**src/cmp_cfg_map.svh**
```systemverilog
// offsets, field positions, reset values and step counts of the
// comparator timing and threshold block; definitions only
`ifndef CMP_CFG_MAP_SVH
`define CMP_CFG_MAP_SVH

// ----------------------------------------------------------------
// register indices, byte address is four times the index
// ----------------------------------------------------------------
`define MODE_IDX 16'hFD42
`define TIMING_IDX 16'hFD44
`define THRESH_IDX 16'hFD46
`define RESULT_IDX 16'hFD48
`define MODE_ADDR ({14'h0000, `MODE_IDX, 2'h0})
`define TIMING_ADDR ({14'h0000, `TIMING_IDX, 2'h0})
`define THRESH_ADDR ({14'h0000, `THRESH_IDX, 2'h0})
`define RESULT_ADDR ({14'h0000, `RESULT_IDX, 2'h0})

// ----------------------------------------------------------------
// reset values
// ----------------------------------------------------------------
`define MODE_RST 2'h0
`define TIMING_RST 8'h37
`define THRESH_RST 6'h00
`define RESULT_RST 8'h00

// ----------------------------------------------------------------
// field positions
// ----------------------------------------------------------------
`define SAMPLE_DELAY_SEL_LSB 0
`define SAMPLE_DELAY_SEL_MSB 2
`define TRIGDIV_LSB 4
`define TRIGDIV_MSB 5
`define THRESH_MSB 5
`define MODE_MSB 1

// ----------------------------------------------------------------
// mode codes
// ----------------------------------------------------------------
`define MODE_BURST 2'h2
`define MODE_LOWPWR 2'h3

// ----------------------------------------------------------------
// settling and compare periods in core cycles per delay code
// ----------------------------------------------------------------
`define SETTLE_0 6'h01
`define SETTLE_1 6'h01
`define SETTLE_2 6'h02
`define SETTLE_3 6'h02
`define SETTLE_4 6'h02
`define SETTLE_5 6'h02
`define SETTLE_6 6'h03
`define SETTLE_7 6'h03
`define COMPARE_0 6'h0A
`define COMPARE_1 6'h0F
`define COMPARE_2 6'h14
`define COMPARE_3 6'h19
`define COMPARE_4 6'h1E
`define COMPARE_5 6'h23
`define COMPARE_6 6'h2D
`define COMPARE_7 6'h37

// ----------------------------------------------------------------
// trigger divide ratio minus one per divider code (8,16,32,64)
// ----------------------------------------------------------------
`define TRIGDIV_0 6'h07
`define TRIGDIV_1 6'h0F
`define TRIGDIV_2 6'h1F
`define TRIGDIV_3 6'h3F

`endif

```
**src/cmp_cfg_pkg.sv**
```systemverilog
// types shared by the comparator timing and threshold block
// assumes nothing of its surroundings
package cmp_cfg_pkg;

    typedef struct packed {
        logic [1:0] trigger_divider_sel;
        logic [2:0] sample_delay_sel;
    } timing_sel_t;

    typedef struct packed {
        logic busy;
        logic settling;
        logic done;
    } step_status_t;

    typedef enum logic [1:0] {
        STEP_IDLE,
        STEP_SETTLE,
        STEP_COMPARE
    } step_state_t;

endpackage

```
**src/compare_step_timer.sv**
```systemverilog
// one comparison step: settling period then compare period
// assumes start is a one-cycle pulse on sys_clk
`timescale 1ns/1ps
`include "cmp_cfg_map.svh"

module compare_step_timer
(
    input wire logic sys_clk,
    input wire logic sys_rst,
    input wire logic start,
    input wire logic [2:0] sample_delay_sel,
    output cmp_cfg_pkg::step_status_t status
);
    import cmp_cfg_pkg::*;

    step_state_t state_r;
    step_state_t state_nxt;
    logic [5:0] cnt_r;
    logic [5:0] cnt_nxt;
    logic done_r;
    logic done_nxt;
    logic [5:0] settle_len;
    logic [5:0] compare_len;

    // ------------------------------------------------------------
    // period lookup
    // ------------------------------------------------------------
    always_comb
    begin
        case (sample_delay_sel)
            3'h0:
            begin
                settle_len = `SETTLE_0;
                compare_len = `COMPARE_0;
            end
            3'h1:
            begin
                settle_len = `SETTLE_1;
                compare_len = `COMPARE_1;
            end
            3'h2:
            begin
                settle_len = `SETTLE_2;
                compare_len = `COMPARE_2;
            end
            3'h3:
            begin
                settle_len = `SETTLE_3;
                compare_len = `COMPARE_3;
            end
            3'h4:
            begin
                settle_len = `SETTLE_4;
                compare_len = `COMPARE_4;
            end
            3'h5:
            begin
                settle_len = `SETTLE_5;
                compare_len = `COMPARE_5;
            end
            3'h6:
            begin
                settle_len = `SETTLE_6;
                compare_len = `COMPARE_6;
            end
            default:
            begin
                settle_len = `SETTLE_7;
                compare_len = `COMPARE_7;
            end
        endcase
    end

    // ------------------------------------------------------------
    // step sequencer
    // ------------------------------------------------------------
    always_comb
    begin
        state_nxt = state_r;
        cnt_nxt = cnt_r;
        done_nxt = 1'b0;
        case (state_r)
            STEP_IDLE:
            begin
                if (start)
                begin
                    state_nxt = STEP_SETTLE;
                    cnt_nxt = settle_len - 6'h01;
                end
            end
            STEP_SETTLE:
            begin
                if (cnt_r == 6'h00)
                begin
                    state_nxt = STEP_COMPARE;
                    cnt_nxt = compare_len - 6'h01;
                end
                else
                begin
                    cnt_nxt = cnt_r - 6'h01;
                end
            end
            STEP_COMPARE:
            begin
                if (cnt_r == 6'h00)
                begin
                    state_nxt = STEP_IDLE;
                    done_nxt = 1'b1;
                end
                else
                begin
                    cnt_nxt = cnt_r - 6'h01;
                end
            end
            default:
            begin
                state_nxt = STEP_IDLE;
                cnt_nxt = 6'h00;
            end
        endcase
    end

    always_ff @(posedge sys_clk)
    begin
        if (sys_rst)
        begin
            state_r <= STEP_IDLE;
            cnt_r <= 6'h00;
            done_r <= 1'b0;
        end
        else
        begin
            state_r <= state_nxt;
            cnt_r <= cnt_nxt;
            done_r <= done_nxt;
        end
    end

    assign status.busy = (state_r != STEP_IDLE);
    assign status.settling = (state_r == STEP_SETTLE);
    assign status.done = done_r;

endmodule

```
**src/comparator_timing_threshold_cfg.sv**
```systemverilog
// comparator timing, trigger division and threshold registers
// assumes a classic wishbone master and asynchronous comparator
// outputs and timer trigger from outside the sys_clk domain
`timescale 1ns/1ps
`include "cmp_cfg_map.svh"

// Contract
// - each step lasts the settling plus compare cycles of the delay code, 7 by default.
// - the trigger divider divides the timer trigger only in low-power mode.
// - the threshold code drives the converter in both threshold modes.
// - all eight inputs are compared against the one threshold voltage.
// - the threshold is a 6-bit unsigned code with bits 7 and 6 reserved.
// - reset clears the whole threshold register to zero.
// - mode 10 is threshold burst, 11 low-power, results valid only there.
// - a result bit reads 0 below threshold and 1 above.
module comparator_timing_threshold_cfg
(
    input wire logic sys_clk,
    input wire logic sys_rst,
    input wire logic wb_cyc_i,
    input wire logic wb_stb_i,
    input wire logic wb_we_i,
    input wire logic [31:0] wb_adr_i,
    input wire logic [3:0] wb_sel_i,
    input wire logic [31:0] wb_dat_i,
    output logic [31:0] wb_dat_o,
    output logic wb_ack_o,
    input wire logic timer_trigger_input,
    input wire logic [7:0] analog_sense_input,
    output logic [5:0] dac_code,
    output logic dac_enable,
    output logic settling
);
    import cmp_cfg_pkg::*;

    // ------------------------------------------------------------
    // state
    // ------------------------------------------------------------
    logic [1:0] comparator_mode_sel_r;
    logic [1:0] comparator_mode_sel_nxt;
    timing_sel_t timing_r;
    timing_sel_t timing_nxt;
    logic [5:0] threshold_code_r;
    logic [5:0] threshold_code_nxt;
    logic [7:0] compare_result_bit_r;
    logic [7:0] compare_result_bit_nxt;
    logic [31:0] dat_r;
    logic [31:0] dat_nxt;
    logic ack_r;
    logic ack_nxt;
    logic [2:0] trig_sync_r;
    logic [7:0] sense_s1_r;
    logic [7:0] sense_s2_r;
    logic [5:0] div_cnt_r;
    logic [5:0] div_cnt_nxt;
    logic pending_r;
    logic pending_nxt;
    logic start_r;
    logic start_nxt;
    logic dac_enable_r;
    logic dac_enable_nxt;
    logic settling_r;
    logic settling_nxt;
    logic [5:0] div_last;
    logic trig_edge;
    logic burst_mode;
    logic lowpwr_mode;
    logic wr_en;
    step_status_t step;

    assign burst_mode = (comparator_mode_sel_r == `MODE_BURST);
    assign lowpwr_mode = (comparator_mode_sel_r == `MODE_LOWPWR);
    assign trig_edge = trig_sync_r[1] & ~trig_sync_r[2];
    assign wr_en = wb_cyc_i & wb_stb_i & wb_we_i & ~ack_r & wb_sel_i[0];

    // ------------------------------------------------------------
    // input synchronisers
    // ------------------------------------------------------------
    always_ff @(posedge sys_clk)
    begin
        if (sys_rst)
        begin
            trig_sync_r <= 3'h0;
            sense_s1_r <= 8'h00;
            sense_s2_r <= 8'h00;
        end
        else
        begin
            trig_sync_r <= {trig_sync_r[1:0], timer_trigger_input};
            sense_s1_r <= analog_sense_input;
            sense_s2_r <= sense_s1_r;
        end
    end

    // ------------------------------------------------------------
    // step timer
    // ------------------------------------------------------------
    compare_step_timer i_compare_step_timer
    (
        .sys_clk(sys_clk),
        .sys_rst(sys_rst),
        .start(start_r),
        .sample_delay_sel(timing_r.sample_delay_sel),
        .status(step)
    );

    // ------------------------------------------------------------
    // trigger divider and step launch
    // ------------------------------------------------------------
    always_comb
    begin
        case (timing_r.trigger_divider_sel)
            2'h0: div_last = `TRIGDIV_0;
            2'h1: div_last = `TRIGDIV_1;
            2'h2: div_last = `TRIGDIV_2;
            default: div_last = `TRIGDIV_3;
        endcase
    end

    always_comb
    begin
        div_cnt_nxt = div_cnt_r;
        pending_nxt = pending_r;
        start_nxt = 1'b0;
        if (!step.busy && !start_r)
        begin
            if (burst_mode)
            begin
                start_nxt = 1'b1;
            end
            else if (lowpwr_mode && pending_r)
            begin
                start_nxt = 1'b1;
                pending_nxt = 1'b0;
            end
        end
        // a new divided trigger wins over the consume
        if (!lowpwr_mode)
        begin
            div_cnt_nxt = 6'h00;
            pending_nxt = 1'b0;
        end
        else if (trig_edge)
        begin
            if (div_cnt_r >= div_last)
            begin
                div_cnt_nxt = 6'h00;
                pending_nxt = 1'b1;
            end
            else
            begin
                div_cnt_nxt = div_cnt_r + 6'h01;
            end
        end
        dac_enable_nxt = burst_mode | lowpwr_mode;
        settling_nxt = step.settling;
    end

    always_ff @(posedge sys_clk)
    begin
        if (sys_rst)
        begin
            div_cnt_r <= 6'h00;
            pending_r <= 1'b0;
            start_r <= 1'b0;
            dac_enable_r <= 1'b0;
            settling_r <= 1'b0;
        end
        else
        begin
            div_cnt_r <= div_cnt_nxt;
            pending_r <= pending_nxt;
            start_r <= start_nxt;
            dac_enable_r <= dac_enable_nxt;
            settling_r <= settling_nxt;
        end
    end

    // ------------------------------------------------------------
    // register bank and wishbone slave
    // ------------------------------------------------------------
    always_comb
    begin
        comparator_mode_sel_nxt = comparator_mode_sel_r;
        timing_nxt = timing_r;
        threshold_code_nxt = threshold_code_r;
        compare_result_bit_nxt = compare_result_bit_r;
        ack_nxt = wb_cyc_i & wb_stb_i & ~ack_r;
        dat_nxt = 32'h00000000;
        if (step.done && (burst_mode || lowpwr_mode))
        begin
            compare_result_bit_nxt = sense_s2_r;
        end
        if (wr_en)
        begin
            case (wb_adr_i)
                `MODE_ADDR: comparator_mode_sel_nxt = wb_dat_i[`MODE_MSB:0];
                `TIMING_ADDR:
                begin
                    timing_nxt.trigger_divider_sel =
                        wb_dat_i[`TRIGDIV_MSB:`TRIGDIV_LSB];
                    timing_nxt.sample_delay_sel =
                        wb_dat_i[`SAMPLE_DELAY_SEL_MSB:`SAMPLE_DELAY_SEL_LSB];
                end
                `THRESH_ADDR:
                    threshold_code_nxt = wb_dat_i[`THRESH_MSB:0];
                default: comparator_mode_sel_nxt = comparator_mode_sel_r;
            endcase
        end
        if (ack_nxt && !wb_we_i)
        begin
            case (wb_adr_i)
                `MODE_ADDR: dat_nxt[`MODE_MSB:0] = comparator_mode_sel_r;
                `TIMING_ADDR:
                begin
                    dat_nxt[`TRIGDIV_MSB:`TRIGDIV_LSB] =
                        timing_r.trigger_divider_sel;
                    dat_nxt[`SAMPLE_DELAY_SEL_MSB:`SAMPLE_DELAY_SEL_LSB] =
                        timing_r.sample_delay_sel;
                end
                `THRESH_ADDR: dat_nxt[`THRESH_MSB:0] = threshold_code_r;
                `RESULT_ADDR: dat_nxt[7:0] = compare_result_bit_r;
                default: dat_nxt = 32'h00000000;
            endcase
        end
    end

    always_ff @(posedge sys_clk)
    begin
        if (sys_rst)
        begin
            comparator_mode_sel_r <= `MODE_RST;
            timing_r.trigger_divider_sel <=
                2'(`TIMING_RST >> `TRIGDIV_LSB);
            timing_r.sample_delay_sel <=
                3'(`TIMING_RST >> `SAMPLE_DELAY_SEL_LSB);
            threshold_code_r <= `THRESH_RST;
            compare_result_bit_r <= `RESULT_RST;
            ack_r <= 1'b0;
            dat_r <= 32'h00000000;
        end
        else
        begin
            comparator_mode_sel_r <= comparator_mode_sel_nxt;
            timing_r <= timing_nxt;
            threshold_code_r <= threshold_code_nxt;
            compare_result_bit_r <= compare_result_bit_nxt;
            ack_r <= ack_nxt;
            dat_r <= dat_nxt;
        end
    end

    // ------------------------------------------------------------
    // outputs
    // ------------------------------------------------------------
    assign wb_ack_o = ack_r;
    assign wb_dat_o = dat_r;
    assign dac_code = threshold_code_r;
    assign dac_enable = dac_enable_r;
    assign settling = settling_r;

endmodule

```
**config.mk**
```make
export PLATFORM = sky130hd
export DESIGN_NAME = comparator_timing_threshold_cfg
export DESIGN_NICKNAME = d
export VERILOG_FILES = /design/src/cmp_cfg_pkg.sv /design/src/compare_step_timer.sv /design/src/comparator_timing_threshold_cfg.sv
export VERILOG_INCLUDE_DIRS = /design/src
export SDC_FILE = /design/constraint.sdc
export NUM_CORES = 1
export LEC_CHECK = 0
export BUFFER_PORTS_ARGS = -buffer_cell sky130_fd_sc_hd__buf_2
export CAP_MARGIN = 20
export CELL_PAD_IN_SITES_DETAIL_PLACEMENT = 1
export CELL_PAD_IN_SITES_GLOBAL_PLACEMENT = 2
export CORE_MARGIN = 5
export CORE_UTILIZATION = 28
export DETAILED_ROUTE_END_ITERATION = 12
export PLACE_DENSITY = 0.92
export SLEW_MARGIN = 20
export SYNTH_ARGS = -nofsm -noshare
export SYNTH_HDL_FRONTEND = slang
export SYNTH_SLANG_ARGS = --single-unit
```
**constraint.sdc**
```tcl
create_clock -name sys_clk -period 2.2 [get_ports sys_clk]
set_input_delay 0.11 -clock sys_clk [delete_from_list [all_inputs] [get_ports sys_clk]]
set_output_delay 0.11 -clock sys_clk [all_outputs]
set_load 0.02 [all_outputs]
```
Word level (Yosys, flattened, before mapping)
Cells that the tools add are included.
{"block": "op_classes", "add_sub_neg": 4, "magnitude_cmp": 1, "n_eq_ne": 20, "mux": 24, "n_bitwise": 14, "reduce_logical": 25}
{"operator": "32-bit by 18-bit equality test with 1-bit output, second input constant", "n": 4}
{"operator": "6-bit one-hot mux with 7 select lines", "n": 1}
{"operator": "6-bit one-hot mux with 3 select lines", "n": 2}
{"operator": "6-bit two-way mux", "n": 4}
{"operator": "2-bit one-hot mux with 3 select lines", "n": 2}
{"operator": "6-bit by 1-bit subtractor with 6-bit output, second input constant", "n": 2}
{"operator": "2-bit OR reduction", "n": 5}
{"operator": "3-bit equality test, second input constant", "n": 3}
{"operator": "2-bit equality test, second input constant", "n": 4}
{"operator": "1-bit two-way mux", "n": 8}
{"operator": "2-bit one-hot mux with 4 select lines", "n": 1}
{"operator": "2-bit AND reduction", "n": 4}
{"operator": "1-bit inverter", "n": 7}
{"operator": "6-bit by 1-bit adder with 6-bit output, second input constant", "n": 1}
{"operator": "1-bit bitwise AND", "n": 6}
{"operator": "3-bit by 2-bit equality test with 1-bit output, second input constant", "n": 2}
{"operator": "6-bit greater-or-equal comparator", "n": 1}
{"operator": "6-bit zero test", "n": 1}
{"operator": "2-bit two-way mux", "n": 3}
{"operator": "2-bit by 1-bit equality test with 1-bit output, second input constant", "n": 2}
{"operator": "1-bit logical AND", "n": 4}
{"operator": "2-bit zero test", "n": 2}
{"operator": "2-bit by 1-bit inequality test with 1-bit output, second input constant", "n": 2}
{"operator": "2-bit inequality test, second input constant", "n": 2}
{"operator": "other kinds (13)", "n": 15}
{"block": "word_totals", "register_bits": 92, "inputBits": 82, "output_inout_bits": 41, "word_cells": 108}

Longest topological paths before layout
Gate-level depths: netlist (run 1).
{"block": "depth", "depth_word": 7, "ltp_mapped": 9, "depth_no_buf": 8}

By module
From an unflattened synthesis (run 1), not the netlist that was laid out.
{"block": "unflattened", "cells_unflattened": 371, "hier_area_um2": 3304.4}
{"module": "comparator_timing_threshold_cfg", "n_inst": 1, "cells_per_inst": 275, "area_per_inst_um2": 2581.2, "seq_area_each_um2": 1181.1}
{"module": "compare_step_timer", "n_inst": 1, "cells_per_inst": 96, "area_per_inst_um2": 723.2, "seq_area_each_um2": 180.2}

Worst setup path before layout (run 1)
Ideal clock, no wire load.
{"block": "synth_timing", "path_kind": "reg-to-reg", "from": "register timing_r[2] (netlist name)", "to": "register i_compare_step_timer.cnt_r[4]", "arrival_ns": 1.677, "t_required_ns": 2.078, "path_slack_ns": 0.400, "path_stages_with_launch": 10, "n_path_buf": 1, "synth_period_minus_slack_ns": 1.800, "cell_sequence": "dfxtp_1 clkbuf_1 nand2_1 and2_1 ha_1 nand2b_1 a21oi_1 o311ai_4 a21oi_2 o21ai_2"}
{"block": "synth_via", "elab_chain_len": 6}
{"element": "branches (longest 5 deep; another with 6-bit by 1-bit subtractor with 6-bit output)"}
{"element": "6-bit one-hot mux with 3 select lines *", "line": "compare_step_timer.sv:82", "rtl": "case (state_r)"}
{"element": "to (signal assigned)", "line": "compare_step_timer.sv:134", "rtl": "cnt_r <= cnt_nxt;"}
{"element": "to (decl)", "line": "compare_step_timer.sv:18", "rtl": "logic [5:0] cnt_r;"}
Every way passes the cells marked *. The select of a mux whose other input is x is not followed.
A chain may end at the register's enable or synchronous reset.

Worst setup path in the final report (run 1)
{"block": "layout_timing", "from": "register ack_r, in the netlist wb_ack_o", "to": "register threshold_code_r[2], in the netlist dac_code[2]"}
{"block": "layout_via", "elab_chain_len": 4}
{"element": "from (decl)", "line": "comparator_timing_threshold_cfg.sv:49", "rtl": "logic ack_r;"}
{"element": "from (signal assigned)", "line": "comparator_timing_threshold_cfg.sv:248", "rtl": "ack_r <= ack_nxt;"}
{"element": "1-bit inverter", "line": "comparator_timing_threshold_cfg.sv:74", "rtl": "assign wr_en = wb_cyc_i & wb_stb_i & wb_we_i & ~ack_r & wb_sel_i[0];"}
{"element": "1-bit bitwise AND (2 in series)", "line": "comparator_timing_threshold_cfg.sv:74"}
{"element": "2-bit AND reduction (no line)"}
{"element": "to (signal assigned)", "line": "comparator_timing_threshold_cfg.sv:237", "rtl": "threshold_code_r <= `THRESH_RST;"}
{"element": "to (signal assigned)", "line": "comparator_timing_threshold_cfg.sv:246", "rtl": "threshold_code_r <= threshold_code_nxt;"}
{"element": "to (decl)", "line": "comparator_timing_threshold_cfg.sv:43", "rtl": "logic [5:0] threshold_code_r;"}
No other way between the ends.

==> run_summary.xml, run 1 <==
<?xml version="1.0" encoding="UTF-8"?>
<metrics>
  <group name="global_route">
    <metric name="grt.overflow.total" unit="">0</metric>
    <metric name="groute.usage.overall" unit="">0.1240</metric>
    <metric name="grt_start_max_net_pins" unit="">22</metric>
    <metric name="grt_first_pass_wirelength" unit="mm">13.26</metric>
    <metric name="grt_antenna_before_repair" unit="">0</metric>
    <metric name="number_of_global_route_vias_before_repair" unit="">2833</metric>
  </group>
  <group name="timing">
    <metric name="final_critical_path_setup_slack" unit="ns">0.1845</metric>
    <metric name="setup_total_negative_slack" unit="ns">0</metric>
    <metric name="timing.fmax" unit="MHz">496.2</metric>
    <metric name="max_slew.worst_pin.slew" unit="ns">0.5914</metric>
    <metric name="rsz0062_at_grt" unit="">false</metric>
    <metric name="final_hold_viol_count" unit="">0</metric>
    <metric name="setup_viol_count_final" unit="">0</metric>
    <metric name="max_clock_skew" unit="ns">0.009075</metric>
    <metric name="relSlewSlack" unit="">0.6040</metric>
    <metric name="slew_violations" unit="">0</metric>
    <metric name="finalCriticalPeriod" unit="ns">2.015</metric>
    <metric name="final_period_utilization" unit="">0.9161</metric>
  </group>
  <group name="worst_setup_path">
    <metric name="slowest_stage" unit="">sky130_fd_sc_hd__or4b_1</metric>
    <metric name="worst_path_largest_cell_delay" unit="ns">0.70</metric>
    <metric name="worstSetupEndpointType" unit="">flip-flop</metric>
    <metric name="crit_family" unit="">simple AND/OR/NAND/NOR gates</metric>
    <metric name="cp_data_required_time" unit="ns">2.40</metric>
    <metric name="worst-endpoint-arrival" unit="ns">2.22</metric>
    <metric name="worstSetupStartpointType" unit="">flip-flop</metric>
    <metric name="crit_path_max_fanout" unit="">6</metric>
    <metric name="critical_path_buffer_and_inverter_count" unit="">0</metric>
    <metric name="critical_path.cell_chain" unit="">nand3b_1 -&gt; nor3b_1 -&gt; or4b_1 -&gt; mux2i_1 -&gt; nor2_1</metric>
    <metric name="critical_path_class" unit="">flip-flop to flip-flop</metric>
    <metric name="r2r_slack" unit="ns">0.18</metric>
  </group>
  <group name="yosys">
    <metric name="prevailing_post_synth_register_cell" unit="">sky130_fd_sc_hd__dfxtp_1</metric>
    <metric name="async_reset_ff_frac" unit="">0</metric>
    <metric name="synth-edff-count" unit="">0</metric>
    <metric name="post_synth_inst_count" unit="">366</metric>
    <metric name="seq_area_frac_synth" unit="">0.4238</metric>
    <metric name="synthDistinctLibCells" unit="">57</metric>
    <metric name="yosys_warnings" unit="">0</metric>
    <metric name="post_synth.cell_area_avg" unit="um2">8.775</metric>
    <metric name="post_synth_instance_area" unit="um2">3212</metric>
    <metric name="postSynthRegisterBits" unit="">68</metric>
  </group>
  <group name="cells_and_area">
    <metric name="most_frequent_standard_cell_in_the_layout_excluding_fill_and_tap_cells" unit="">sky130_fd_sc_hd__buf_2</metric>
    <metric name="design.final.nets" unit="">531</metric>
    <metric name="n_antenna_cell" unit="">0</metric>
    <metric name="mostFrequentLayoutCells" unit="">sky130_fd_sc_hd__buf_2, sky130_fd_sc_hd__dfxtp_1, sky130_fd_sc_hd__nor2_1, sky130_fd_sc_hd__nand2_1, sky130_fd_sc_hd__conb_1</metric>
    <metric name="growth_of_design_area_from_synthesis_to_finish" unit="%">23.61</metric>
    <metric name="share_of_cells_above_drive_strength_1" unit="">0.2270</metric>
    <metric name="final-instance-count-excl-fill" unit="">588</metric>
    <metric name="finish.utilization" unit="">0.3507</metric>
    <metric name="finalInstanceArea" unit="um2">3970</metric>
  </group>
  <group name="placement">
    <metric name="placed_area" unit="um2">3606</metric>
    <metric name="gp_congestion" unit="">0.7791</metric>
    <metric name="count_of_input_and_output_buffers" unit="">69</metric>
    <metric name="sum_of_net_half_perimeters_after_detailed_placement" unit="mm">6.440</metric>
    <metric name="pre_cts_ws" unit="ns">0.1627</metric>
    <metric name="post-place-cells" unit="">564</metric>
  </group>
  <group name="drt">
    <metric name="wl_per_cell" unit="um">14.02</metric>
    <metric name="routed.top_layer" unit="">met4</metric>
    <metric name="routed_wl" unit="mm">8.241</metric>
    <metric name="metal1_wirelength" unit="mm">3.413</metric>
    <metric name="dr_total_vias" unit="">2762</metric>
    <metric name="wl_met2" unit="mm">4.252</metric>
    <metric name="avgViaCountPerCell" unit="">4.697</metric>
    <metric name="dr.pass1.iters" unit="">4</metric>
    <metric name="antenna_left" unit="">0</metric>
    <metric name="drc" unit="">0</metric>
    <metric name="drt_iter0_markers" unit="">94</metric>
    <metric name="dr_wl_met3" unit="um">464</metric>
  </group>
  <group name="clocking">
    <metric name="insertion_delay" unit="ns">0.33</metric>
    <metric name="clock-root-buffer" unit="">sky130_fd_sc_hd__clkbuf_16</metric>
    <metric name="clock_tree.buffer_depth" unit="">2</metric>
    <metric name="numClockSinks" unit="">68</metric>
    <metric name="clock_tree_from_tritoncts" unit="">yes</metric>
    <metric name="cts_setup_buffers" unit="">0</metric>
    <metric name="clk_transition_reported_paths" unit="ns">0.06</metric>
    <metric name="numCtsBuffers" unit="">9</metric>
    <metric name="h-tree-depth" unit="">3</metric>
  </group>
  <group name="floorplan">
    <metric name="number_of_core_rows" unit="">39</metric>
    <metric name="coreArea" unit="um2">11320</metric>
    <metric name="die_width" unit="um">117.1</metric>
    <metric name="fp.dieArea" unit="um2">13710</metric>
    <metric name="effective_utilization_at_floorplan" unit="">0.2837</metric>
    <metric name="die_h" unit="um">117.1</metric>
    <metric name="io_pins" unit="">123</metric>
  </group>
  <group name="outcome">
    <metric name="result_of_the_run" unit="">complete, no violations</metric>
  </group>
  <group name="power_and_ir_drop">
    <metric name="worst_ir_drop_vdd" unit="uV">326.3</metric>
    <metric name="power.density" unit="nW/um2">694.7</metric>
    <metric name="total_leakage_power" unit="nW">1.706</metric>
  </group>
  <group name="hold_path">
    <metric name="hold_path.class" unit="">primary input to flip-flop</metric>
  </group>
  <group name="job">
    <metric name="max_cap_viol_count" unit="">0</metric>
  </group>
</metrics>
[final cells by class]
class | count | area, um2
clock inverters | 7 | 56.30
well taps | 143 | 178.9
repair buffers | 83 | 470.5
clock buffers | 9 | 225.2
inverters | 10 | 37.54
multi-input cells | 268 | 1640
fillers | 1336 | 7351
flip-flops and latches | 68 | 1361
[kinds of logic after synthesis]
| kind of cell | count (synthesis) | share of synthesized area |
|---|---|---|
| compound gates | 59 | 0.1247 |
| xor+xnor | 11 | 0.03000 |
| fa+ha+maj | 9 | 0.03506 |
| buf+inv | 53 | 0.09310 |
| flops | 68 | 0.4238 |
| mux | 14 | 0.04363 |
| other cells | 1 | 0.001168 |
| simple gates | 151 | 0.2485 |
[tightest hold or removal path, stage by stage]
cell and delay (ns):
sky130_fd_sc_hd__buf_2 0.08, sky130_fd_sc_hd__mux2i_1 0.05, sky130_fd_sc_hd__nor2_1 0.07
[Yosys cell counts, drive strengths merged (2+ instances only)]
master,count,area (um2)
nand3b,4,30.03
inv,9,33.78
nor4b,3,47.54
or2,3,18.77
xnor2,6,52.55
nand3,12,60.06
nand4,5,31.28
ha,9,112.6
a22oi,6,45.04
and4,3,26.28
and2,4,25.03
buf,28,205.2
nor2,40,152.6
nor2b,23,143.9
nor3b,3,22.52
nand2b,5,31.28
xor2,5,43.79
or3,3,18.77
nor4,2,12.51
clkbuf,15,56.30
nor3,6,30.03
o311ai,2,35.04
o21ai,12,63.81
nand2,32,120.1
dfxtp,68,1361
o211ai,4,30.03
a211oi,2,15.01
mux2i,14,140.1
a21oi,21,108.9
[worst paths after layout]
path	start	to	depth (start not counted)
setup / recovery	wb_ack_o	dac_code[2]	5
hold / removal	wb_dat_i[3]	dac_code[3]	3
setup reg to reg	wb_ack_o	dac_code[2]	5
hold reg to reg	sense_s1_r[3]	sense_s2_r[3]	1
[where the power goes]
part / total [mW] / switching [mW] / internal [mW]
clock network: 1.34 / 0.564 / 0.775
logic: 0.167 / 0.0989 / 0.0679
registers: 1.25 / 0.00374 / 1.25
total: 2.76 / 0.667 / 2.09
[registers in the layout, summed over array words and instances, names as in the netlist]
name                          flops
i_compare_step_timer.state_r      2
sense_s2_r                        8
div_cnt_r                         6
compare_result_bit_r              8
dac_code                          6
wb_dat_o                          8
i_compare_step_timer.done_r       1
sense_s1_r                        8
dac_enable                        1
pending_r                         1
comparator_mode_sel_r             2
start_r                           1
trig_sync_r                       3
wb_ack_o                          1
settling                          1
i_compare_step_timer.cnt_r        6
timing_r                          5
[metal layers]
metal / GRT usage / vias to the layer above
met3: 0.03496 / 11
met1: 0.1465 / 1326
met4: 0.04281 / 0
met2: 0.2154 / 68
li1: - / 1357
met5: 0 / -
[per-stage QoR]
step / power [mW] / hold slack [ns]
detailed placement: 1.434 / 0.3255
global placement: 1.429 / 0.3224
CTS: 2.802 / 0.01322
floorplan: 1.400 / 0.2382
global route: 2.888 / 0.03416
finish: 2.758 / 0.02447
[timing repair]
item | in CTS | in global routing
resized for setup | 0 | 1
hold endpoints to repair | 8 | 0
setup endpoints to repair | 0 | 1
hold buffers | 8 | 0
(Power assumes the default switching activity.)
==> inputs of run 2 (changes only) <==
--- a/config.mk
+++ b/config.mk
@@ -10,10 +10,10 @@
 export CAP_MARGIN = 20
 export CELL_PAD_IN_SITES_DETAIL_PLACEMENT = 1
 export CELL_PAD_IN_SITES_GLOBAL_PLACEMENT = 2
-export CORE_MARGIN = 5
-export CORE_UTILIZATION = 28
+export CORE_MARGIN = 3
+export CORE_UTILIZATION = 25
 export DETAILED_ROUTE_END_ITERATION = 12
-export PLACE_DENSITY = 0.92
+export PLACE_DENSITY = 0.85
 export SLEW_MARGIN = 20
 export SYNTH_ARGS = -nofsm -noshare
 export SYNTH_HDL_FRONTEND = slang
==> run_summary.xml, run 2 (synthesis results as in run 1) <==
<?xml version="1.0" encoding="UTF-8"?>
<metrics>
  <group name="outcome">
    <metric name="result_of_the_run" unit="">complete, no violations</metric>
  </group>
  <group name="cells_and_area">
    <metric name="growth_of_design_area_from_synthesis_to_finish" unit="%">24.46</metric>
    <metric name="most_frequent_standard_cell_in_the_layout_excluding_fill_and_tap_cells" unit="">sky130_fd_sc_hd__buf_2</metric>
    <metric name="share_of_cells_above_drive_strength_1" unit="">0.2217</metric>
    <metric name="n_antenna_cell" unit="">0</metric>
    <metric name="mostFrequentLayoutCells" unit="">sky130_fd_sc_hd__buf_2, sky130_fd_sc_hd__dfxtp_1, sky130_fd_sc_hd__nor2_1, sky130_fd_sc_hd__nand2_1, sky130_fd_sc_hd__conb_1</metric>
    <metric name="finalInstanceArea" unit="um2">3998</metric>
    <metric name="fill_cells" unit="">1471</metric>
    <metric name="design.final.nets" unit="">528</metric>
    <metric name="final-instance-count-excl-fill" unit="">610</metric>
  </group>
  <group name="worst_setup_path">
    <metric name="worst_path_largest_cell_delay" unit="ns">0.70</metric>
    <metric name="r2r_depth" unit="">5</metric>
    <metric name="cp_data_required_time" unit="ns">2.42</metric>
    <metric name="critical_path_class" unit="">flip-flop to flip-flop</metric>
    <metric name="crit_path_max_fanout" unit="">6</metric>
    <metric name="worstSetupEndpointType" unit="">flip-flop</metric>
    <metric name="worst-endpoint-arrival" unit="ns">2.22</metric>
    <metric name="worstSetupStartpointType" unit="">flip-flop</metric>
    <metric name="critical_path.cell_chain" unit="">nand3b_1 -&gt; nor3b_1 -&gt; or4b_1 -&gt; mux2i_1 -&gt; nor2_1</metric>
    <metric name="slowest_stage" unit="">sky130_fd_sc_hd__or4b_1</metric>
    <metric name="crit_family" unit="">simple AND/OR/NAND/NOR gates</metric>
    <metric name="cp_num_cells" unit="">5</metric>
    <metric name="critical_path_buffer_and_inverter_count" unit="">0</metric>
  </group>
  <group name="placement">
    <metric name="count_of_input_and_output_buffers" unit="">69</metric>
    <metric name="post-place-cells" unit="">587</metric>
    <metric name="pre_cts_ws" unit="ns">0.2039</metric>
    <metric name="sum_of_net_half_perimeters_after_detailed_placement" unit="mm">6.374</metric>
    <metric name="gp_congestion" unit="">0.7861</metric>
    <metric name="placed_area" unit="um2">3622</metric>
  </group>
  <group name="global_route">
    <metric name="grt_antenna_before_repair" unit="">0</metric>
    <metric name="grt_first_pass_wirelength" unit="mm">13.67</metric>
    <metric name="grt.overflow.total" unit="">0</metric>
    <metric name="grt_start_max_net_pins" unit="">23</metric>
    <metric name="groute.usage.overall" unit="">0.1195</metric>
    <metric name="number_of_global_route_vias_before_repair" unit="">2819</metric>
  </group>
  <group name="floorplan">
    <metric name="coreArea" unit="um2">12260</metric>
    <metric name="fp.dieArea" unit="um2">14240</metric>
    <metric name="number_of_core_rows" unit="">40</metric>
    <metric name="effective_utilization_at_floorplan" unit="">0.2619</metric>
    <metric name="die_width" unit="um">119.3</metric>
    <metric name="die_h" unit="um">119.3</metric>
    <metric name="io_pins" unit="">123</metric>
  </group>
  <group name="timing">
    <metric name="final_critical_path_setup_slack" unit="ns">0.1945</metric>
    <metric name="finalCriticalPeriod" unit="ns">2.006</metric>
    <metric name="max_slew.worst_pin.slew" unit="ns">0.6107</metric>
    <metric name="max_clock_skew" unit="ns">0.003439</metric>
    <metric name="slew_violations" unit="">0</metric>
    <metric name="final_period_utilization" unit="">0.9116</metric>
    <metric name="timing.fmax" unit="MHz">498.6</metric>
    <metric name="setup_total_negative_slack" unit="ns">0</metric>
    <metric name="rsz0062_at_grt" unit="">false</metric>
    <metric name="relSlewSlack" unit="">0.5911</metric>
    <metric name="setup_viol_count_final" unit="">0</metric>
    <metric name="final_hold_viol_count" unit="">0</metric>
  </group>
  <group name="drt">
    <metric name="dr.pass1.iters" unit="">4</metric>
    <metric name="antenna_left" unit="">0</metric>
    <metric name="routed_wl" unit="mm">8.368</metric>
    <metric name="wl_per_cell" unit="um">13.72</metric>
    <metric name="avgViaCountPerCell" unit="">4.493</metric>
    <metric name="drc" unit="">0</metric>
    <metric name="drt_iter0_markers" unit="">81</metric>
    <metric name="dr_total_vias" unit="">2741</metric>
  </group>
  <group name="clocking">
    <metric name="clk_transition_reported_paths" unit="ns">0.06</metric>
    <metric name="numCtsBuffers" unit="">9</metric>
    <metric name="cts_setup_buffers" unit="">0</metric>
    <metric name="clock-root-buffer" unit="">sky130_fd_sc_hd__clkbuf_16</metric>
    <metric name="holdBufCountCts" unit="">7</metric>
    <metric name="insertion_delay" unit="ns">0.33</metric>
    <metric name="numClockSinks" unit="">68</metric>
    <metric name="clock_tree_from_tritoncts" unit="">yes</metric>
    <metric name="h-tree-depth" unit="">3</metric>
    <metric name="cts.repair.resized" unit="">0</metric>
    <metric name="clock_tree.buffer_depth" unit="">2</metric>
  </group>
  <group name="power_and_ir_drop">
    <metric name="total_leakage_power" unit="nW">1.698</metric>
    <metric name="worst_ir_drop_vdd" unit="uV">272.2</metric>
    <metric name="power.density" unit="nW/um2">719.9</metric>
  </group>
  <group name="hold_path">
    <metric name="hold_path.class" unit="">primary input to flip-flop</metric>
    <metric name="min_path_cells" unit="">2</metric>
  </group>
  <group name="job">
    <metric name="max_cap_viol_count" unit="">0</metric>
  </group>
</metrics>
==> run 2: cell types whose count changed in the layout (fill, tap and decap cells not counted), sizes merged <==
cell / change
clkinv: -3
buf: -2
bufinv: +1
clkinvlp: +1
dlygate4sd3: -1
inv: +1
==> run 2: cell type report <==
class	instances	area, um2	share of cell area
clock buffers	9	225.2	0.05634
repair buffers	80	445.4	0.1114
flip-flops and latches	68	1361	0.3405
clock inverters	7	80.08	0.02003
inverters	10	37.54	0.009390
well taps	168	210.2	0.05258
multi-input cells	268	1638	0.4097
==> run 2: per-stage QoR <==
stage / utilization / hold WS (ns) / total power, mW
after floorplan: - / 0.2382 / 1.400
after global placement: 0.2954 / 0.3154 / 1.428
after detailed placement: 0.2954 / 0.3273 / 1.433
after CTS: 0.3260 / 0.004714 / 2.925
after global routing: 0.3260 / 0.01837 / 3.002
final: 0.3260 / 0.009333 / 2.878
==> run 2: per-layer routing <==
layer | vias to the layer above | part of all wire | global-route usage
li1 | 1352 | - | -
met2 | 70 | 0.51 | 0.2130
met3 | 7 | 0.050 | 0.03561
met5 | - | 0 | 0
met4 | 0 | 0.011 | 0.04223
met1 | 1312 | 0.43 | 0.1349
==> run 2: path summary, 6_finish.rpt <==
| check | end | start | slack (ns) |
|---|---|---|---|
| worst max-delay path | dac_code[0] | wb_ack_o | 0.19 |
| worst min-delay path | sense_s1_r[3] | analog_sense_input[3] | 0.009 |
| worst max register to register | dac_code[0] | wb_ack_o | 0.19 |
| worst min register to register | sense_s2_r[2] | sense_s1_r[2] | 0.44 |
==> run 2: power by group <==
group	switching, mW	internal [mW]
combinational	0.0976	0.0655
clock	0.570	0.892
sequential	0.00391	1.25
total	0.672	2.21
